$ cat config.mk
export PLATFORM = sky130hd
export DESIGN_NAME = ifsdh_top
export DESIGN_NICKNAME = d
export VERILOG_FILES = /design/src/verilog/ifsdh_pkg.sv /design/src/verilog/ifsdh_top.sv /design/src/verilog/ifsdh_timer.sv
export SDC_FILE = /design/constraint.sdc
export NUM_CORES = 1
export LEC_CHECK = 0
export ABC_AREA = 1
export BUFFER_PORTS_ARGS = -buffer_cell sky130_fd_sc_hd__buf_4
export CORE_MARGIN = 5
export CORE_UTILIZATION = 25
export CTS_BUF_LIST = sky130_fd_sc_hd__clkbuf_4 sky130_fd_sc_hd__clkbuf_8
export DETAILED_ROUTE_END_ITERATION = 10
export PLACE_DENSITY_LB_ADDON = 0.25
export SLEW_MARGIN = 10
export SYNTH_ARGS = -nofsm -noshare
export SYNTH_HDL_FRONTEND = slang
export SYNTH_SLANG_ARGS = --single-unit
$ cat constraint.sdc
create_clock -name CORE_CLK_IN -period 1.63 [get_ports CORE_CLK_IN]
set_input_delay 0.163 -clock CORE_CLK_IN [delete_from_list [all_inputs] [get_ports CORE_CLK_IN]]
set_output_delay 0.163 -clock CORE_CLK_IN [all_outputs]
set_load 0.01 [all_outputs]
$ cat src/verilog/ifsdh_pkg.sv
// Package of timing constants, states and carriers for the deferral block
package ifsdh_pkg;
   // Clock period in picoseconds
   localparam int unsigned CLK_PERIOD_PS = 10000;
   // Interval lengths in nanoseconds
   localparam int unsigned PART_ONE_NS = 6000;
   localparam int unsigned PART_TWO_NS = 3600;
   localparam int unsigned TX_BLIND_NS = 4000;
   localparam int unsigned RX_BLIND_MAX_NS = 500;
   localparam int unsigned HB_WINDOW_NS = 4000;
   // Least times round up, longest times round down
   localparam int unsigned PART_ONE_CYC =
      (PART_ONE_NS * 1000 + CLK_PERIOD_PS - 1) / CLK_PERIOD_PS;
   localparam int unsigned PART_TWO_CYC =
      (PART_TWO_NS * 1000 + CLK_PERIOD_PS - 1) / CLK_PERIOD_PS;
   localparam int unsigned TX_BLIND_CYC =
      (TX_BLIND_NS * 1000 + CLK_PERIOD_PS - 1) / CLK_PERIOD_PS;
   // Strictly under 500 ns, so one cycle less than the floor
   localparam int unsigned RX_BLIND_CYC =
      (RX_BLIND_MAX_NS * 1000) / CLK_PERIOD_PS - 1;
   localparam int unsigned HB_WINDOW_CYC =
      (HB_WINDOW_NS * 1000 + CLK_PERIOD_PS - 1) / CLK_PERIOD_PS;
   // Counter width serving every count above
   localparam int unsigned CNT_W = 10;
   // Heartbeat flag position in the primary status register
   localparam int unsigned HB_FAIL_BIT = 13;
   // Modified backoff enable position in the mode setting
   localparam int unsigned MOD_BACKOFF_BIT = 7;

   // Interframe deferral states
   typedef enum logic [1:0] {
      IFSDH_IDLE,
      IFSDH_PART1,
      IFSDH_PART2
   } ifsdh_ifs_t;

   // Wire indications from the attachment side
   typedef struct packed {
      logic receive_carrier_active;
      logic collision;
   } ifsdh_wire_t;

   // Status toward the rest of the controller
   typedef struct packed {
      logic heartbeat_fail_flag;
      logic rx_blind;
      logic ifs_busy;
      logic hb_window;
   } ifsdh_stat_t;
endpackage

$ cat src/verilog/ifsdh_top.sv
// Interframe deferral, receive blinding and heartbeat check
`timescale 1ns/1ps
module ifsdh_top #(
   parameter int unsigned CNT_W = ifsdh_pkg::CNT_W
) (
   // Clock, reset, enable
   input wire logic CORE_CLK_IN,
   input wire logic NRST_IN,
   input wire logic CE_IN,
   // Wire indications
   input wire ifsdh_pkg::ifsdh_wire_t WIRE_IN,
   // Transmit request, mode and heartbeat flag clear
   input wire logic TX_PENDING_IN,
   input wire logic TX_DONE_IN,
   input wire logic MODIFIED_BACKOFF_ENABLE_IN,
   input wire logic HB_FAIL_CLR_IN,
   // Transmit control
   output logic TRANSMIT_ACTIVE_OUT,
   output logic TX_START_OUT,
   // Receive gating and status
   output logic RX_ENABLE_OUT,
   output ifsdh_pkg::ifsdh_stat_t STAT_OUT
);
   // Refuse widths too narrow for the longest count
   if (CNT_W < 10 || CNT_W > 16) begin : g_bad_cnt_w
      $error("ifsdh_top: CNT_W must be 10 to 16");
   end

   // Count constants at the counter width
   localparam logic [CNT_W-1:0] P1 = CNT_W'(ifsdh_pkg::PART_ONE_CYC);
   localparam logic [CNT_W-1:0] P2 = CNT_W'(ifsdh_pkg::PART_TWO_CYC);
   localparam logic [CNT_W-1:0] TXB = CNT_W'(ifsdh_pkg::TX_BLIND_CYC);
   localparam logic [CNT_W-1:0] RXB = CNT_W'(ifsdh_pkg::RX_BLIND_CYC);
   localparam logic [CNT_W-1:0] HBW = CNT_W'(ifsdh_pkg::HB_WINDOW_CYC);
   localparam logic [CNT_W-1:0] ONE = CNT_W'(1);

   // Deferral state and counter
   ifsdh_pkg::ifsdh_ifs_t st_r, st_nxt;
   logic [CNT_W-1:0] cnt_r, cnt_nxt;
   // Transmitting flag and collision seen in the current frame
   logic tx_r, tx_nxt;
   logic coll_r;
   // Heartbeat tracking
   logic hb_arm_r;
   logic hb_seen_r;
   logic hb_fail_r;
   // Previous carrier for edge detection
   logic crs_q_r;
   // Window and blinding timers
   logic hb_win;
   logic blind_tx;
   logic blind_rx;

   // Named decode wires
   wire crs = WIRE_IN.receive_carrier_active;
   wire col = WIRE_IN.collision;
   wire crs_fall = crs_q_r && !crs;
   wire tx_end = tx_r && TX_DONE_IN;
   wire blind = blind_tx || blind_rx;
   // Carrier during blinding is not counted as wire activity
   wire act = crs && !blind;
   wire hb_open = hb_arm_r && crs_fall;
   wire rx_end = crs_fall && !tx_r && !hb_arm_r && !blind;
   wire expire = (cnt_r == ONE);
   wire paused = MODIFIED_BACKOFF_ENABLE_IN && crs;
   wire start = (st_r == ifsdh_pkg::IFSDH_IDLE) && TX_PENDING_IN &&
                !tx_r && !act;

   // Deferral engine; part one counts only when the wire is clear, part two counts unless paused by modified backoff
   always_comb begin
      st_nxt = st_r;
      cnt_nxt = cnt_r;
      tx_nxt = tx_r;
      if (tx_end) begin
         tx_nxt = 1'b0;
         st_nxt = ifsdh_pkg::IFSDH_PART1;
         cnt_nxt = P1;
      end else if (tx_r) begin
         tx_nxt = 1'b1;
      end else begin
         case (st_r)
            ifsdh_pkg::IFSDH_IDLE: begin
               if (act) begin
                  st_nxt = ifsdh_pkg::IFSDH_PART1;
                  cnt_nxt = P1;
               end else if (start) begin
                  tx_nxt = 1'b1;
               end
            end
            ifsdh_pkg::IFSDH_PART1: begin
               if (act) begin
                  cnt_nxt = P1;
               end else if (expire) begin
                  st_nxt = ifsdh_pkg::IFSDH_PART2;
                  cnt_nxt = P2;
               end else begin
                  cnt_nxt = cnt_r - ONE;
               end
            end
            ifsdh_pkg::IFSDH_PART2: begin
               if (paused) begin
                  cnt_nxt = cnt_r;
               end else if (expire) begin
                  // transmit at once or go idle
                  st_nxt = ifsdh_pkg::IFSDH_IDLE;
                  cnt_nxt = '0;
                  tx_nxt = TX_PENDING_IN;
               end else begin
                  cnt_nxt = cnt_r - ONE;
               end
            end
            default: begin
               st_nxt = ifsdh_pkg::IFSDH_IDLE;
            end
         endcase
      end
   end

   // Deferral registers
   always_ff @(posedge CORE_CLK_IN or negedge NRST_IN) begin
      if (!NRST_IN) begin
         st_r <= ifsdh_pkg::IFSDH_IDLE;
         cnt_r <= '0;
         tx_r <= 1'b0;
         crs_q_r <= 1'b0;
      end else if (CE_IN) begin
         st_r <= st_nxt;
         cnt_r <= cnt_nxt;
         tx_r <= tx_nxt;
         crs_q_r <= crs;
      end
   end

   always_ff @(posedge CORE_CLK_IN or negedge NRST_IN) begin
      if (!NRST_IN) begin
         coll_r <= 1'b0;
      end else if (CE_IN) begin
         if (!tx_r && tx_nxt)
            coll_r <= 1'b0;
         else if (tx_r && col)
            coll_r <= 1'b1;
      end
   end

   // arm the check at transmit end, skip after collision
   always_ff @(posedge CORE_CLK_IN or negedge NRST_IN) begin
      if (!NRST_IN) begin
         hb_arm_r <= 1'b0;
         hb_seen_r <= 1'b0;
      end else if (CE_IN) begin
         if (tx_end)
            hb_arm_r <= !(coll_r || col);
         else if (hb_open)
            hb_arm_r <= 1'b0;
         if (hb_open)
            hb_seen_r <= col;
         else if (hb_win && col)
            hb_seen_r <= 1'b1;
      end
   end

   // flag on missed heartbeat; set wins over clear
   logic hb_win_q_r;
   wire hb_win_end = hb_win_q_r && !hb_win;
   wire hb_miss = hb_win_end && !hb_seen_r && !col;
   always_ff @(posedge CORE_CLK_IN or negedge NRST_IN) begin
      if (!NRST_IN) begin
         hb_fail_r <= 1'b0;
         hb_win_q_r <= 1'b0;
      end else if (CE_IN) begin
         hb_win_q_r <= hb_win;
         if (hb_miss)
            hb_fail_r <= 1'b1;
         else if (HB_FAIL_CLR_IN)
            hb_fail_r <= 1'b0;
      end
   end

   // window opens at carrier drop, 4us long
   ifsdh_timer #(.W(CNT_W)) u_hb_win (
      .clk(CORE_CLK_IN),
      .nrst(NRST_IN),
      .ce(CE_IN),
      .load(hb_open),
      .value(HBW),
      .busy(hb_win)
   );

   ifsdh_timer #(.W(CNT_W)) u_tx_blind (
      .clk(CORE_CLK_IN),
      .nrst(NRST_IN),
      .ce(CE_IN),
      .load(tx_end),
      .value(TXB),
      .busy(blind_tx)
   );

   // short blind after reception; self-ending timer
   ifsdh_timer #(.W(CNT_W)) u_rx_blind (
      .clk(CORE_CLK_IN),
      .nrst(NRST_IN),
      .ce(CE_IN),
      .load(rx_end),
      .value(RXB),
      .busy(blind_rx)
   );

   // Outputs
   assign TRANSMIT_ACTIVE_OUT = tx_r;
   assign TX_START_OUT = !tx_r && tx_nxt && CE_IN;
   assign RX_ENABLE_OUT = !blind && !tx_r;
   assign STAT_OUT.heartbeat_fail_flag = hb_fail_r;
   assign STAT_OUT.rx_blind = blind;
   assign STAT_OUT.ifs_busy = (st_r != ifsdh_pkg::IFSDH_IDLE);
   assign STAT_OUT.hb_window = hb_win;

   // part two never reloads part one
   a_part_two_hold: assert property (@(posedge CORE_CLK_IN)
      disable iff (!NRST_IN)
      (st_r == ifsdh_pkg::IFSDH_PART2 && CE_IN && !tx_r)
      |=> st_r != ifsdh_pkg::IFSDH_PART1)
      else $error("part two returned to part one");
   a_part_one_reset: assert property (@(posedge CORE_CLK_IN)
      disable iff (!NRST_IN)
      (st_r == ifsdh_pkg::IFSDH_PART1 && act && CE_IN && !tx_r)
      |=> cnt_r == P1)
      else $error("part one not restarted");
   a_expiry_start: assert property (@(posedge CORE_CLK_IN)
      disable iff (!NRST_IN)
      (st_r == ifsdh_pkg::IFSDH_PART2 && expire && !paused && CE_IN
       && TX_PENDING_IN && !tx_r) |=> tx_r)
      else $error("no start at expiry");
   a_tx_defer: assert property (@(posedge CORE_CLK_IN)
      disable iff (!NRST_IN)
      (tx_end && CE_IN) |=> st_r == ifsdh_pkg::IFSDH_PART1
      && cnt_r == P1)
      else $error("no deferral after transmit");
   a_tx_blind: assert property (@(posedge CORE_CLK_IN)
      disable iff (!NRST_IN)
      (tx_end && CE_IN) |=> !RX_ENABLE_OUT)
      else $error("receiver not blinded");
   a_hb_open: assert property (@(posedge CORE_CLK_IN)
      disable iff (!NRST_IN)
      (hb_open && CE_IN) |=> hb_win)
      else $error("window did not open");
   a_coll_nofail: assert property (@(posedge CORE_CLK_IN)
      disable iff (!NRST_IN)
      (tx_end && CE_IN && (coll_r || col)) |=> !hb_arm_r)
      else $error("check armed after collision");
   a_hb_flag: assert property (@(posedge CORE_CLK_IN)
      disable iff (!NRST_IN)
      (hb_miss && CE_IN) |=> hb_fail_r)
      else $error("flag not set");
   a_backoff_pause: assert property (@(posedge CORE_CLK_IN)
      disable iff (!NRST_IN)
      (st_r == ifsdh_pkg::IFSDH_PART2 && paused && CE_IN && !tx_r)
      |=> $stable(cnt_r))
      else $error("count moved under carrier");

   c_tx_start: cover property (@(posedge CORE_CLK_IN) TX_START_OUT);
   c_hb_fail: cover property (@(posedge CORE_CLK_IN) hb_miss);
   c_part_two: cover property (@(posedge CORE_CLK_IN)
      st_r == ifsdh_pkg::IFSDH_PART2);
endmodule

$ cat src/verilog/ifsdh_timer.sv
// Loadable down-counter used for the blinding and heartbeat intervals
`timescale 1ns/1ps
module ifsdh_timer #(
   parameter int unsigned W = 10
) (
   input wire logic clk,
   input wire logic nrst,
   input wire logic ce,
   input wire logic load,
   input wire logic [W-1:0] value,
   output logic busy
);
   // Remaining cycles
   logic [W-1:0] cnt_r;
   logic [W-1:0] cnt_nxt;

   // Load wins over counting; stop at zero
   assign cnt_nxt = load ? value :
                    (cnt_r != '0) ? cnt_r - 1'b1 : cnt_r;
   assign busy = (cnt_r != '0);

   // Counter state
   always_ff @(posedge clk or negedge nrst) begin
      if (!nrst) begin
         cnt_r <= '0;
      end else if (ce) begin
         cnt_r <= cnt_nxt;
      end
   end
endmodule

Yosys cells after proc, flatten, opt, wreduce, memory -nomap -nowiden
Cells that the tools add are included.

Flip-flop bits (word level): 49. Output and inout bits: 7. Word-level logic and storage cells: 114. Bits of input ports: 9.

Muxes and demuxes: 37. Reductions and logical operators: 52. $add $sub $neg: 4. Eq/ne operators: 9.

Operators by type and width (number): two-way mux 10 bit (13); subtractor 10 x 1 -> 10 bit (second input constant) (4); case mux 10 bit (3 select lines) (1); nonzero test 10 bit (3); logical AND 1 bit (19); nonzero test 2 bit (8); != test 3 x 2 -> 1 bit (second input constant) (5); two-way mux 1 bit (14); two-way mux 2 bit (7); AND reduction 2 bit (7); == test 10 x 1 -> 1 bit (second input constant) (1); logical NOT 1 bit (9); AND reduction 7 bit (1); case mux 2 bit (3 select lines) (1); AND reduction 5 bit (1); nonzero test 4 bit (1); == test 2 x 1 -> 1 bit (second input constant) (1); == test 2 bit (second input constant) (1); logical NOT 2 bit (1); logical OR 1 bit (2); != test 2 x 1 -> 1 bit (second input constant) (1); case mux 1 bit (2 select lines) (1).

Depth between registers and ports, before layout
Gate-level depths: netlist (run 1).

Depth after elaboration: 14. Gate-level depth with buffers: 14.

Modules after synthesis
A second synthesis (run 1) with hierarchy kept.

Cell total of the unflattened synthesis: 555. Area, all modules: 3711.1 um2.

Modules (own cells, without submodules): ifsdh_timer (area each 765.7 um2, cells an instance 118, seq. area each 250.2 um2, times used 3); ifsdh_top (area each 1413.9 um2, cells an instance 201, seq. area each 475.5 um2, times used 1).

Worst setup path after synthesis (run 1)
OpenSTA, ideal clock, no wires.

Path kind: register -> register. From: register u_tx_blind.cnt_r[0]. To: register cnt_r[2]. Cell stages (with the launch flop): 15. Library setup time: 0.116 ns. Clock period less this slack: 1.704 ns. Data arrival time: 1.588 ns. Buffers on the path: 1. Slack: -0.074 ns. Cell sequence: dfrtp_1 > inv_1 > ha_1 > inv_1 > nor2_1 > nand3_2 > nor2_4 > nand3_2 > nand2_1 > nand2_1 > nand2_2 > nand2_2 > buf_6 > nand2_1 > nand2_1.

Word-level cells in the longest chain between the ends: 8. Elaborated cells between the ends (all ways): 10.

Ends and longest elaborated chain: start: declaration (line ifsdh_timer.sv:14) `logic [W-1:0] cnt_r;`; start signal: assignment (line ifsdh_timer.sv:27) `cnt_r <= cnt_nxt;`; nonzero test 10 bit (*) (line ifsdh_timer.sv:20) `assign busy = (cnt_r != '0);`; logical OR 1 bit (*) (line ifsdh_top.sv:59) `wire blind = blind_tx || blind_rx;`; logical NOT 1 bit (*) (line ifsdh_top.sv:61) `wire act = crs && !blind;`; logical AND 1 bit (*) (line ifsdh_top.sv:61); two-way mux 10 bit (line ifsdh_top.sv:91) `if (act) begin`; case mux 10 bit (3 select lines) (line ifsdh_top.sv:81) `case (st_r)`; two-way mux 10 bit (line ifsdh_top.sv:78) `end else if (tx_r) begin`; two-way mux 10 bit (line ifsdh_top.sv:74) `if (tx_end) begin`; end signal: assignment (line ifsdh_top.sv:128) `cnt_r <= cnt_nxt;`; end: declaration (line ifsdh_top.sv:39) `logic [CNT_W-1:0] cnt_r, cnt_nxt;`.

Every way passes the cells marked *; elsewhere a longest branch is shown, timed or not. The select of a mux whose other input is x is not followed. A chain may end at the register's enable or synchronous reset.

Worst setup path after layout (run 1)
From: register u_rx_blind.cnt_r[1]. To: output TX_START_OUT.

Word-level cells in the longest chain between the ends: 13.

Ends and longest elaborated chain: start: declaration (line ifsdh_timer.sv:14); start signal: assignment (line ifsdh_timer.sv:27); nonzero test 10 bit (*) (line ifsdh_timer.sv:20); logical OR 1 bit (*) (line ifsdh_top.sv:59); logical NOT 1 bit (*) (line ifsdh_top.sv:61); logical AND 1 bit (*) (line ifsdh_top.sv:61); logical NOT 1 bit (line ifsdh_top.sv:67) `!tx_r && !act;`; logical AND 1 bit (line ifsdh_top.sv:67); two-way mux 1 bit (line ifsdh_top.sv:86) `end else if (start) begin`; two-way mux 1 bit (*) (line ifsdh_top.sv:83) `if (act) begin`; case mux 1 bit (2 select lines) (*) (line ifsdh_top.sv:81); two-way mux 1 bit (*) (line ifsdh_top.sv:78); two-way mux 1 bit (*) (line ifsdh_top.sv:74); logical AND 1 bit (*) (2 in a row) (line ifsdh_top.sv:210) `assign TX_START_OUT = !tx_r && tx_nxt && CE_IN;`; end: declaration (line ifsdh_top.sv:19) `output logic TX_START_OUT,`.

Every way passes the cells marked *; elsewhere a longest branch is shown, timed or not.

==> results of run 1 <==
-- stage by stage --
step / cells / hold WS, ns
4_1_cts: 691 / 0.0193
3_3_place_gp: 670 / 0.241
2_1_floorplan: 432 / -0.133
3_5_place_dp: 670 / 0.244
5_1_grt: 700 / 0.0332
6_report: 700 / 0.0420
-- cells in the final DEF, fill, tap and decap left out, types with 2 or more instances in the layout --
cell      instances
xor2_1           14
o21ai_0          13
nand2_1         107
a21oi_1           8
nand2_2          16
inv_2             7
clkbuf_8          6
nand3_2           9
o21ai_1          15
inv_1            40
nand2_4           7
nor2_4            6
o211ai_1          2
xnor2_1           4
nor2_2            6
clkinv_8          2
dfrtp_1          49
nor3_1            3
nor2_1           53
buf_4            80
nand3_1          23
nand3b_1          4
ha_1              9
buf_6            11
o31ai_1           4
nand4_1          12
inv_6             2
-- sequential cells by signal (all words and copies together) (netlist names) --
signal,flops
TRANSMIT_ACTIVE_OUT,1
cnt_r,10
coll_r,1
crs_q_r,1
hb_arm_r,1
hb_fail_r,1
hb_seen_r,1
hb_win_q_r,1
st_r,2
u_hb_win.cnt_r,10
u_rx_blind.cnt_r,10
u_tx_blind.cnt_r,10
-- cells by family (layout without fill, tap and decap cells) --
| family | count (synthesis) | in the layout |
|---|---|---|
| AO/OA/AOI/OAI | 47 | 47 |
| XOR/XNOR | 18 | 18 |
| adder cells (fa/ha/maj) | 11 | 11 |
| buffers and inverters | 59 | 153 |
| flip-flops | 49 | 49 |
| AND/OR/NAND/NOR | 248 | 250 |
-- path summary, 6_finish.rpt --
kind                                                 startpoint                              end  cells after the start
worst max-delay path            u_rx_blind.cnt_r[1]$_DFFE_PN0P_                     TX_START_OUT                     13
worst min-delay path                                 WIRE_IN[0]             hb_arm_r$_DFFE_PN0P_                      2
worst max register to register  u_rx_blind.cnt_r[1]$_DFFE_PN0P_             cnt_r[7]$_DFFE_PN0P_                     16
worst min register to register               coll_r$_DFFE_PN0P_             hb_arm_r$_DFFE_PN0P_                      1
max in group asynchronous                               NRST_IN  TRANSMIT_ACTIVE_OUT$_DFFE_PN0P_                      2
min in group asynchronous                               NRST_IN             cnt_r[6]$_DFFE_PN0P_                      2
-- what timing repair did --
action,CTS,global route
gates resized for setup,35,34
hold buffers,1,0
cloned,3,1
hold endpoints to repair,49,0
setup buffers,10,11
endpoints found under the setup margin,36,46
pin swaps,8,19
-- per-layer routing --
layer | global-route usage (%) | wire length (µm) | vias up
li1 | - | - | 1575
met3 | 2.17 | 150 | 5
met1 | 15.3 | 3900 | 1434
met5 | 0 | 0 | -
met4 | 2.31 | 65 | 0
met2 | 19.3 | 3930 | 28
-- power by group through the flow --
stage               clock network, mW  registers, mW  logic (mW)
finish                          0.804           2.06        4.63
global route                    0.897           2.13        5.21
CTS                             0.849           2.06        4.40
detailed placement                  0           2.08        3.92
global placement                    0           2.07        3.90
floorplan                           0           2.08        2.45
-- area by class of cell --
| cell class | instances | area (µm²) | area share (%) |
|---|---|---|---|
| multi-input combinational | 326 | 1840 | 42.2 |
| sequential | 49 | 1230 | 28.1 |
| timing repair buffer | 93 | 754 | 17.3 |
| tap | 172 | 215 | 4.93 |
| inverter | 50 | 205 | 4.70 |
| clock buffer | 6 | 82.6 | 1.89 |
| timing repair inverter | 2 | 22.5 | 0.516 |
| clock inverter | 2 | 16.3 | 0.373 |
==> results.toml, run 1 <==
[run_status]
status = "finished with violations"
violations = "negative setup slack"

[clock_tree]
cts_num_sinks = 49
clock_latency_ns = 0.31
numCtsBuffers = 5
root_buffer = "clkbuf_8"
cts.reportedPaths.clkPinSlew_ns = 0.10
cts_tree = "done"
clockBufferDepth = 2
cts_max_level = 2

[detailed_routing]
wl_per_cell_um = 11.5
wl_um = 8040
viasPerCell = 4.35
ant_nets = 0
drt_iter0_markers = 113
dr.pass1.iters = 4
vias = 3042
drc_errors = 0

[finish]
utilization_pct = 34.9
n_fill_cell = 1357
postLayoutCellArea_um2 = 4370
area_delta_synth_final_pct = 38.5
fin_nets = 547
drive_above_1_share_pct = 31.1
n_antenna_cell = 0

[floorplan]
initial_core_util_pct = 25.2
die_x_um = 122
fp.coreArea_um2 = 12500
fp-row-count = 41
io_pins = 16
dieArea_um2 = 15000
die_h_um = 122

[placed_design]
hpwlAfterDp_um = 5820
place_ws_ns = -0.188
gp_congestion = 0.818
placed_area_um2 = 3870
portBuffers = 15

[power_and_ir_drop]
p_switching_mw = 3.31
vdd_drop_max_v = 0.000794
finalPower_mw = 7.50
leakage_nw = 2.14
internal_power_mw = 4.19
sw_frac_of_total_pct = 44.2
powerDensity_nw_per_um2 = 1720
sequentialPowerShare_pct = 27.5
pwr-share-clk_pct = 10.7
combPwrFrac_pct = 61.8

[setup_path]
r2r_slack_ns = -0.31
path_max_fanout = 2
critical_path_required_ns = 1.47
start_kind = "flop"
cp_top_family = "simple AND/OR/NAND/NOR gates"
critPathMaxStageDelay_ns = 0.40
end_kind = "output port"
path_class = "flop to output port"
path_cells = "inv_2 -> ha_2 -> inv_1 -> nor2_1 -> nand3_2 -> nor2_4 -> buf_6 -> nand3_2 -> nand2_2 -> nand3_2 -> nand2_1 -> nor2_1 -> buf_4"
crit_path_frequent_cell = "nand3_2"
worst-path-buf-inv = 4
critical_path_arrival_ns = 1.87
cp_slowest_cell = "dfrtp_1"

[yosys]
synth_top_area_share_pct = 38.9
yosysSeqAreaShare_pct = 38.9
syn_area_um2 = 3150
synthArstFlopShare_pct = 100
synth_fa_ha_area_share_pct = 4.37
post-synth-top-count-cell = "nand2_1"
synth-xor-area-share_pct = 5.00
synth_commonest_cells = "123 x nand2_1, 57 x nor2_1, 49 x dfrtp_1, 45 x inv_1, 29 x nand3_1"
synth_nets = 452
synthMuxAreaShare_pct = 0
synthSimpleGateAreaFrac_pct = 35.1
synthTopCellsByArea = "dfrtp_1 39%, nand2_1 15%, nor2_1 6.8%"
synthFlopType = "dfrtp_1"
synth_top_family_by_area = "simple AND/OR/NAND/NOR gates"
synth_edf_count = 0
synth_cell_types = 33
ys_ff_latch = 49
synth_compound_area_share_pct = 8.33
avgSynthCellArea_um2 = 7.30
yosysWarnings = 0
yosysTopAreaCell = "dfrtp_1"
syn_inst = 432

[sta]
post-route-period-util_pct = 124
worstMarginPinSlew_ns = 0.646
rsz0062_at_grt = "true"
max_freq_mhz = 493
fin_ws_ns = -0.399
finalHoldViolCount = 0
final-max-slew-violation-count = 0
setup_viol = 36
fin_crit_ns = 2.03
final.setup_skew_ns = 0.00639
slew_headroom_pct = 56.9
tns_ns = -7.48

[global_routing]
antenna_found_initial = 0
grt.total_usage_pct = 11.4
grt_pass1_vias = 2980
grt_pass1_wl_um = 13900
grt_max_degree = 50
grt-ovfl-total = 0

[hold_path]
min_path_type = "input pin to flop"

[job]
maxCapViolations = 0
Note: power is estimated with default switching activity, not from simulation.
==> run 2, diff against run 1 <==
--- a/config.mk
+++ b/config.mk
@@ -5,7 +5,7 @@
 export SDC_FILE = /design/constraint.sdc
 export NUM_CORES = 1
 export LEC_CHECK = 0
-export ABC_AREA = 1
+export ABC_AREA = 0
 export BUFFER_PORTS_ARGS = -buffer_cell sky130_fd_sc_hd__buf_4
 export CORE_MARGIN = 5
 export CORE_UTILIZATION = 25
==> run 2 against run 1 <==
The flow still finishes with violations (negative setup slack). Critical path depth down 6. Critical endpoint is now u_hb_win.cnt_r[3]$_DFFE_PN0P_. Setup slack worse by 0.18 ns. Global-route usage grew 0.71 points. Flip-flop and latch count unchanged. Wire length grew 4.3%. Area after synthesis shrank 7.2%. Final cell count fell by 16%. Largest cell class unchanged. Register-to-register slack worse by 0.27 ns. Combinational power up 5.6%. Clock power up 2%. Critical path type is now flop to flop. Via count shrank 8.8%. Synthesized cell count down 27%. Highest routed layer unchanged. Largest power group unchanged.
==> results.toml, run 2 <==
[sta]
worstMarginPinSlew_ns = 0.645
post-route-period-util_pct = 136
setup_viol = 47
finalHoldViolCount = 0
fin_crit_ns = 2.21
max_freq_mhz = 452
final.setup_skew_ns = 0.00640
rsz0062_at_grt = "true"
tns_ns = -19.33
final-max-slew-violation-count = 0
fin_ws_ns = -0.580
slew_headroom_pct = 57.0

[floorplan]
io_pins = 16
fp.coreArea_um2 = 11500
die_h_um = 118
die_x_um = 118
initial_core_util_pct = 25.5
dieArea_um2 = 14000
fp-row-count = 39

[hold_path]
min_delay_path_depth = 2
min_path_type = "input pin to flop"
hold_path_end = "hb_arm_r$_DFFE_PN0P_"
min_from = "WIRE_IN[0]"

[yosys]
yosysWarnings = 0
synthTopCellsByArea = "dfrtp_1 42%, ha_1 4.7%, o21ai_0 4.3%"
synthArstFlopShare_pct = 100
synth_top_area_share_pct = 41.9
synthFlopType = "dfrtp_1"
synth_cell_types = 62
syn_inst = 316
synth_edf_count = 0
synth_nets = 336
ys_ff_latch = 49
post-synth-top-count-cell = "dfrtp_1"
yosysTopAreaCell = "dfrtp_1"
syn_area_um2 = 2930
avgSynthCellArea_um2 = 9.26
yosysSeqAreaShare_pct = 41.9
synth_commonest_cells = "49 x dfrtp_1, 33 x nor2_1, 31 x nand2_1, 25 x o21ai_0, 16 x inv_1"

[finish]
layout_common_cells = "108 x buf_4, 49 x dfrtp_1, 29 x nand2_1"
fin_nets = 465
n_antenna_cell = 0
n_fill_cell = 1123
area_delta_synth_final_pct = 60.3
stdcell_count = 589
drive_above_1_share_pct = 50.0
final_common_cell = "buf_4"

[detailed_routing]
drc_errors = 0
drt_iter0_markers = 140
wl_per_cell_um = 14.2
vias = 2773
wl_um = 8380
ant_nets = 0
dr.pass1.iters = 4
viasPerCell = 4.71

[setup_path]
critical_path_arrival_ns = 2.42
r2r_end = "u_hb_win.cnt_r[3]$_DFFE_PN0P_"
path_max_fanout = 3
r2r_cells = 7
critical_path_required_ns = 1.84
r2r_slack_ns = -0.58
path_class = "flop to flop"
start_kind = "flop"
end_kind = "flop"
rr_startpoint = "u_hb_win.cnt_r[6]$_DFFE_PN0P_"

[job]
maxCapViolations = 0

[clock_tree]
clock_latency_ns = 0.31
cts_num_sinks = 49
cts.reportedPaths.clkPinSlew_ns = 0.09
cts_tree = "done"
numCtsBuffers = 5
root_buffer = "clkbuf_8"
cts_max_level = 2
clockBufferDepth = 2

[run_status]
violations = "negative setup slack"
status = "finished with violations"

[global_routing]
antenna_found_initial = 0
grt-ovfl-total = 0
grt_pass1_vias = 3007
grt_max_degree = 50
grt_pass1_wl_um = 14200
grt.total_usage_pct = 12.1

[placed_design]
place_inst = 550
hpwlAfterDp_um = 5770
gp_congestion = 0.799
portBuffers = 15

[power_and_ir_drop]
vdd_drop_max_v = 0.000653
leakage_nw = 1.99
powerDensity_nw_per_um2 = 1670
run 2: per-layer routing:
layer	track usage, %	wire length (µm)	vias to the layer above
li1	-	-	1392
met1	15.8	3880	1337
met2	20.5	4170	34
met3	2.48	214	10
met4	3.30	114	0
met5	0	0	-
run 2: worst max-delay path: stages (launching register included):
cell	delay, ns
dfrtp_1	0.39
or4_4	0.54
or3_4	0.37
buf_6	0.14
o41ai_4	0.25
buf_4	0.19
xor2_1	0.17
nor2_1	0.06
run 2: kinds of logic (layout without fill, tap and decap cells):
kind of cell,count (synthesis),in the layout,synth area share (%)
AO/OA/AOI/OAI,78,78,18.0
adder cells (fa/ha/maj),11,11,4.70
buffers and inverters,31,161,4.49
AND/OR/NAND/NOR,127,127,24.7
multiplexers,3,3,1.11
flip-flops,49,49,41.9
XOR/XNOR,17,17,5.09
run 2: area by class of cell:
type	count	area (µm²)	area share, %
inverter	17	63.8	1.36
sequential	49	1230	26.1
clock buffer	7	96.3	2.05
timing repair buffer	136	1140	24.3
clock inverter	1	5.00	0.107
tap	143	179	3.82
multi-input combinational	236	1980	42.3
run 2: timing repair:
item                                    4_1_cts  5_1_grt
endpoints found under the hold margin        49        0
endpoints found under the setup margin       49       52
gates cloned                                  1        0
hold buffers                                  1        0
pin swaps                                    43       28
resized for setup                            69       47
setup buffers                                23       16
run 2: power by group:
| part | switching [mW] | total (mW) | leakage [nW] | internal (mW) |
|---|---|---|---|---|
| Clock | 0.438 | 0.823 | 0.0542 | 0.385 |
| Sequential | 0.410 | 2.13 | 0.594 | 1.71 |
| Combinational | 2.38 | 4.89 | 1.34 | 2.52 |
run 2: how the worst max path moves through the flow:
| stage | from | endpoint | cells past startpoint |
|---|---|---|---|
| after floorplan | u_hb_win.cnt_r[4]$_DFFE_PN0P_ | u_hb_win.cnt_r[7]$_DFFE_PN0P_ | 6 |
| after global placement | u_hb_win.cnt_r[6]$_DFFE_PN0P_ | u_hb_win.cnt_r[9]$_DFFE_PN0P_ | 6 |
| final | u_hb_win.cnt_r[6]$_DFFE_PN0P_ | u_hb_win.cnt_r[3]$_DFFE_PN0P_ | 7 |
| after global routing | u_hb_win.cnt_r[6]$_DFFE_PN0P_ | u_hb_win.cnt_r[5]$_DFFE_PN0P_ | 8 |
| after detailed placement | u_hb_win.cnt_r[6]$_DFFE_PN0P_ | u_hb_win.cnt_r[7]$_DFFE_PN0P_ | 6 |
| after CTS | u_hb_win.cnt_r[6]$_DFFE_PN0P_ | u_hb_win.cnt_r[3]$_DFFE_PN0P_ | 7 |
run 2: metrics by stage:
stage / utilization [%] / hold WS [ns] / instance area (µm²) / worst slack (ns) / power (mW)
2_1_floorplan: - / -0.133 / 2970 / -0.351 / 4.09
3_3_place_gp: 33.7 / 0.239 / 3870 / -0.410 / 5.90
3_5_place_dp: 33.7 / 0.243 / 3870 / -0.433 / 5.94
4_1_cts: 38.7 / 0.0586 / 4430 / -0.572 / 7.38
5_1_grt: 40.9 / 0.0717 / 4690 / -0.713 / 8.48
6_report: 40.9 / 0.0734 / 4690 / -0.580 / 7.84
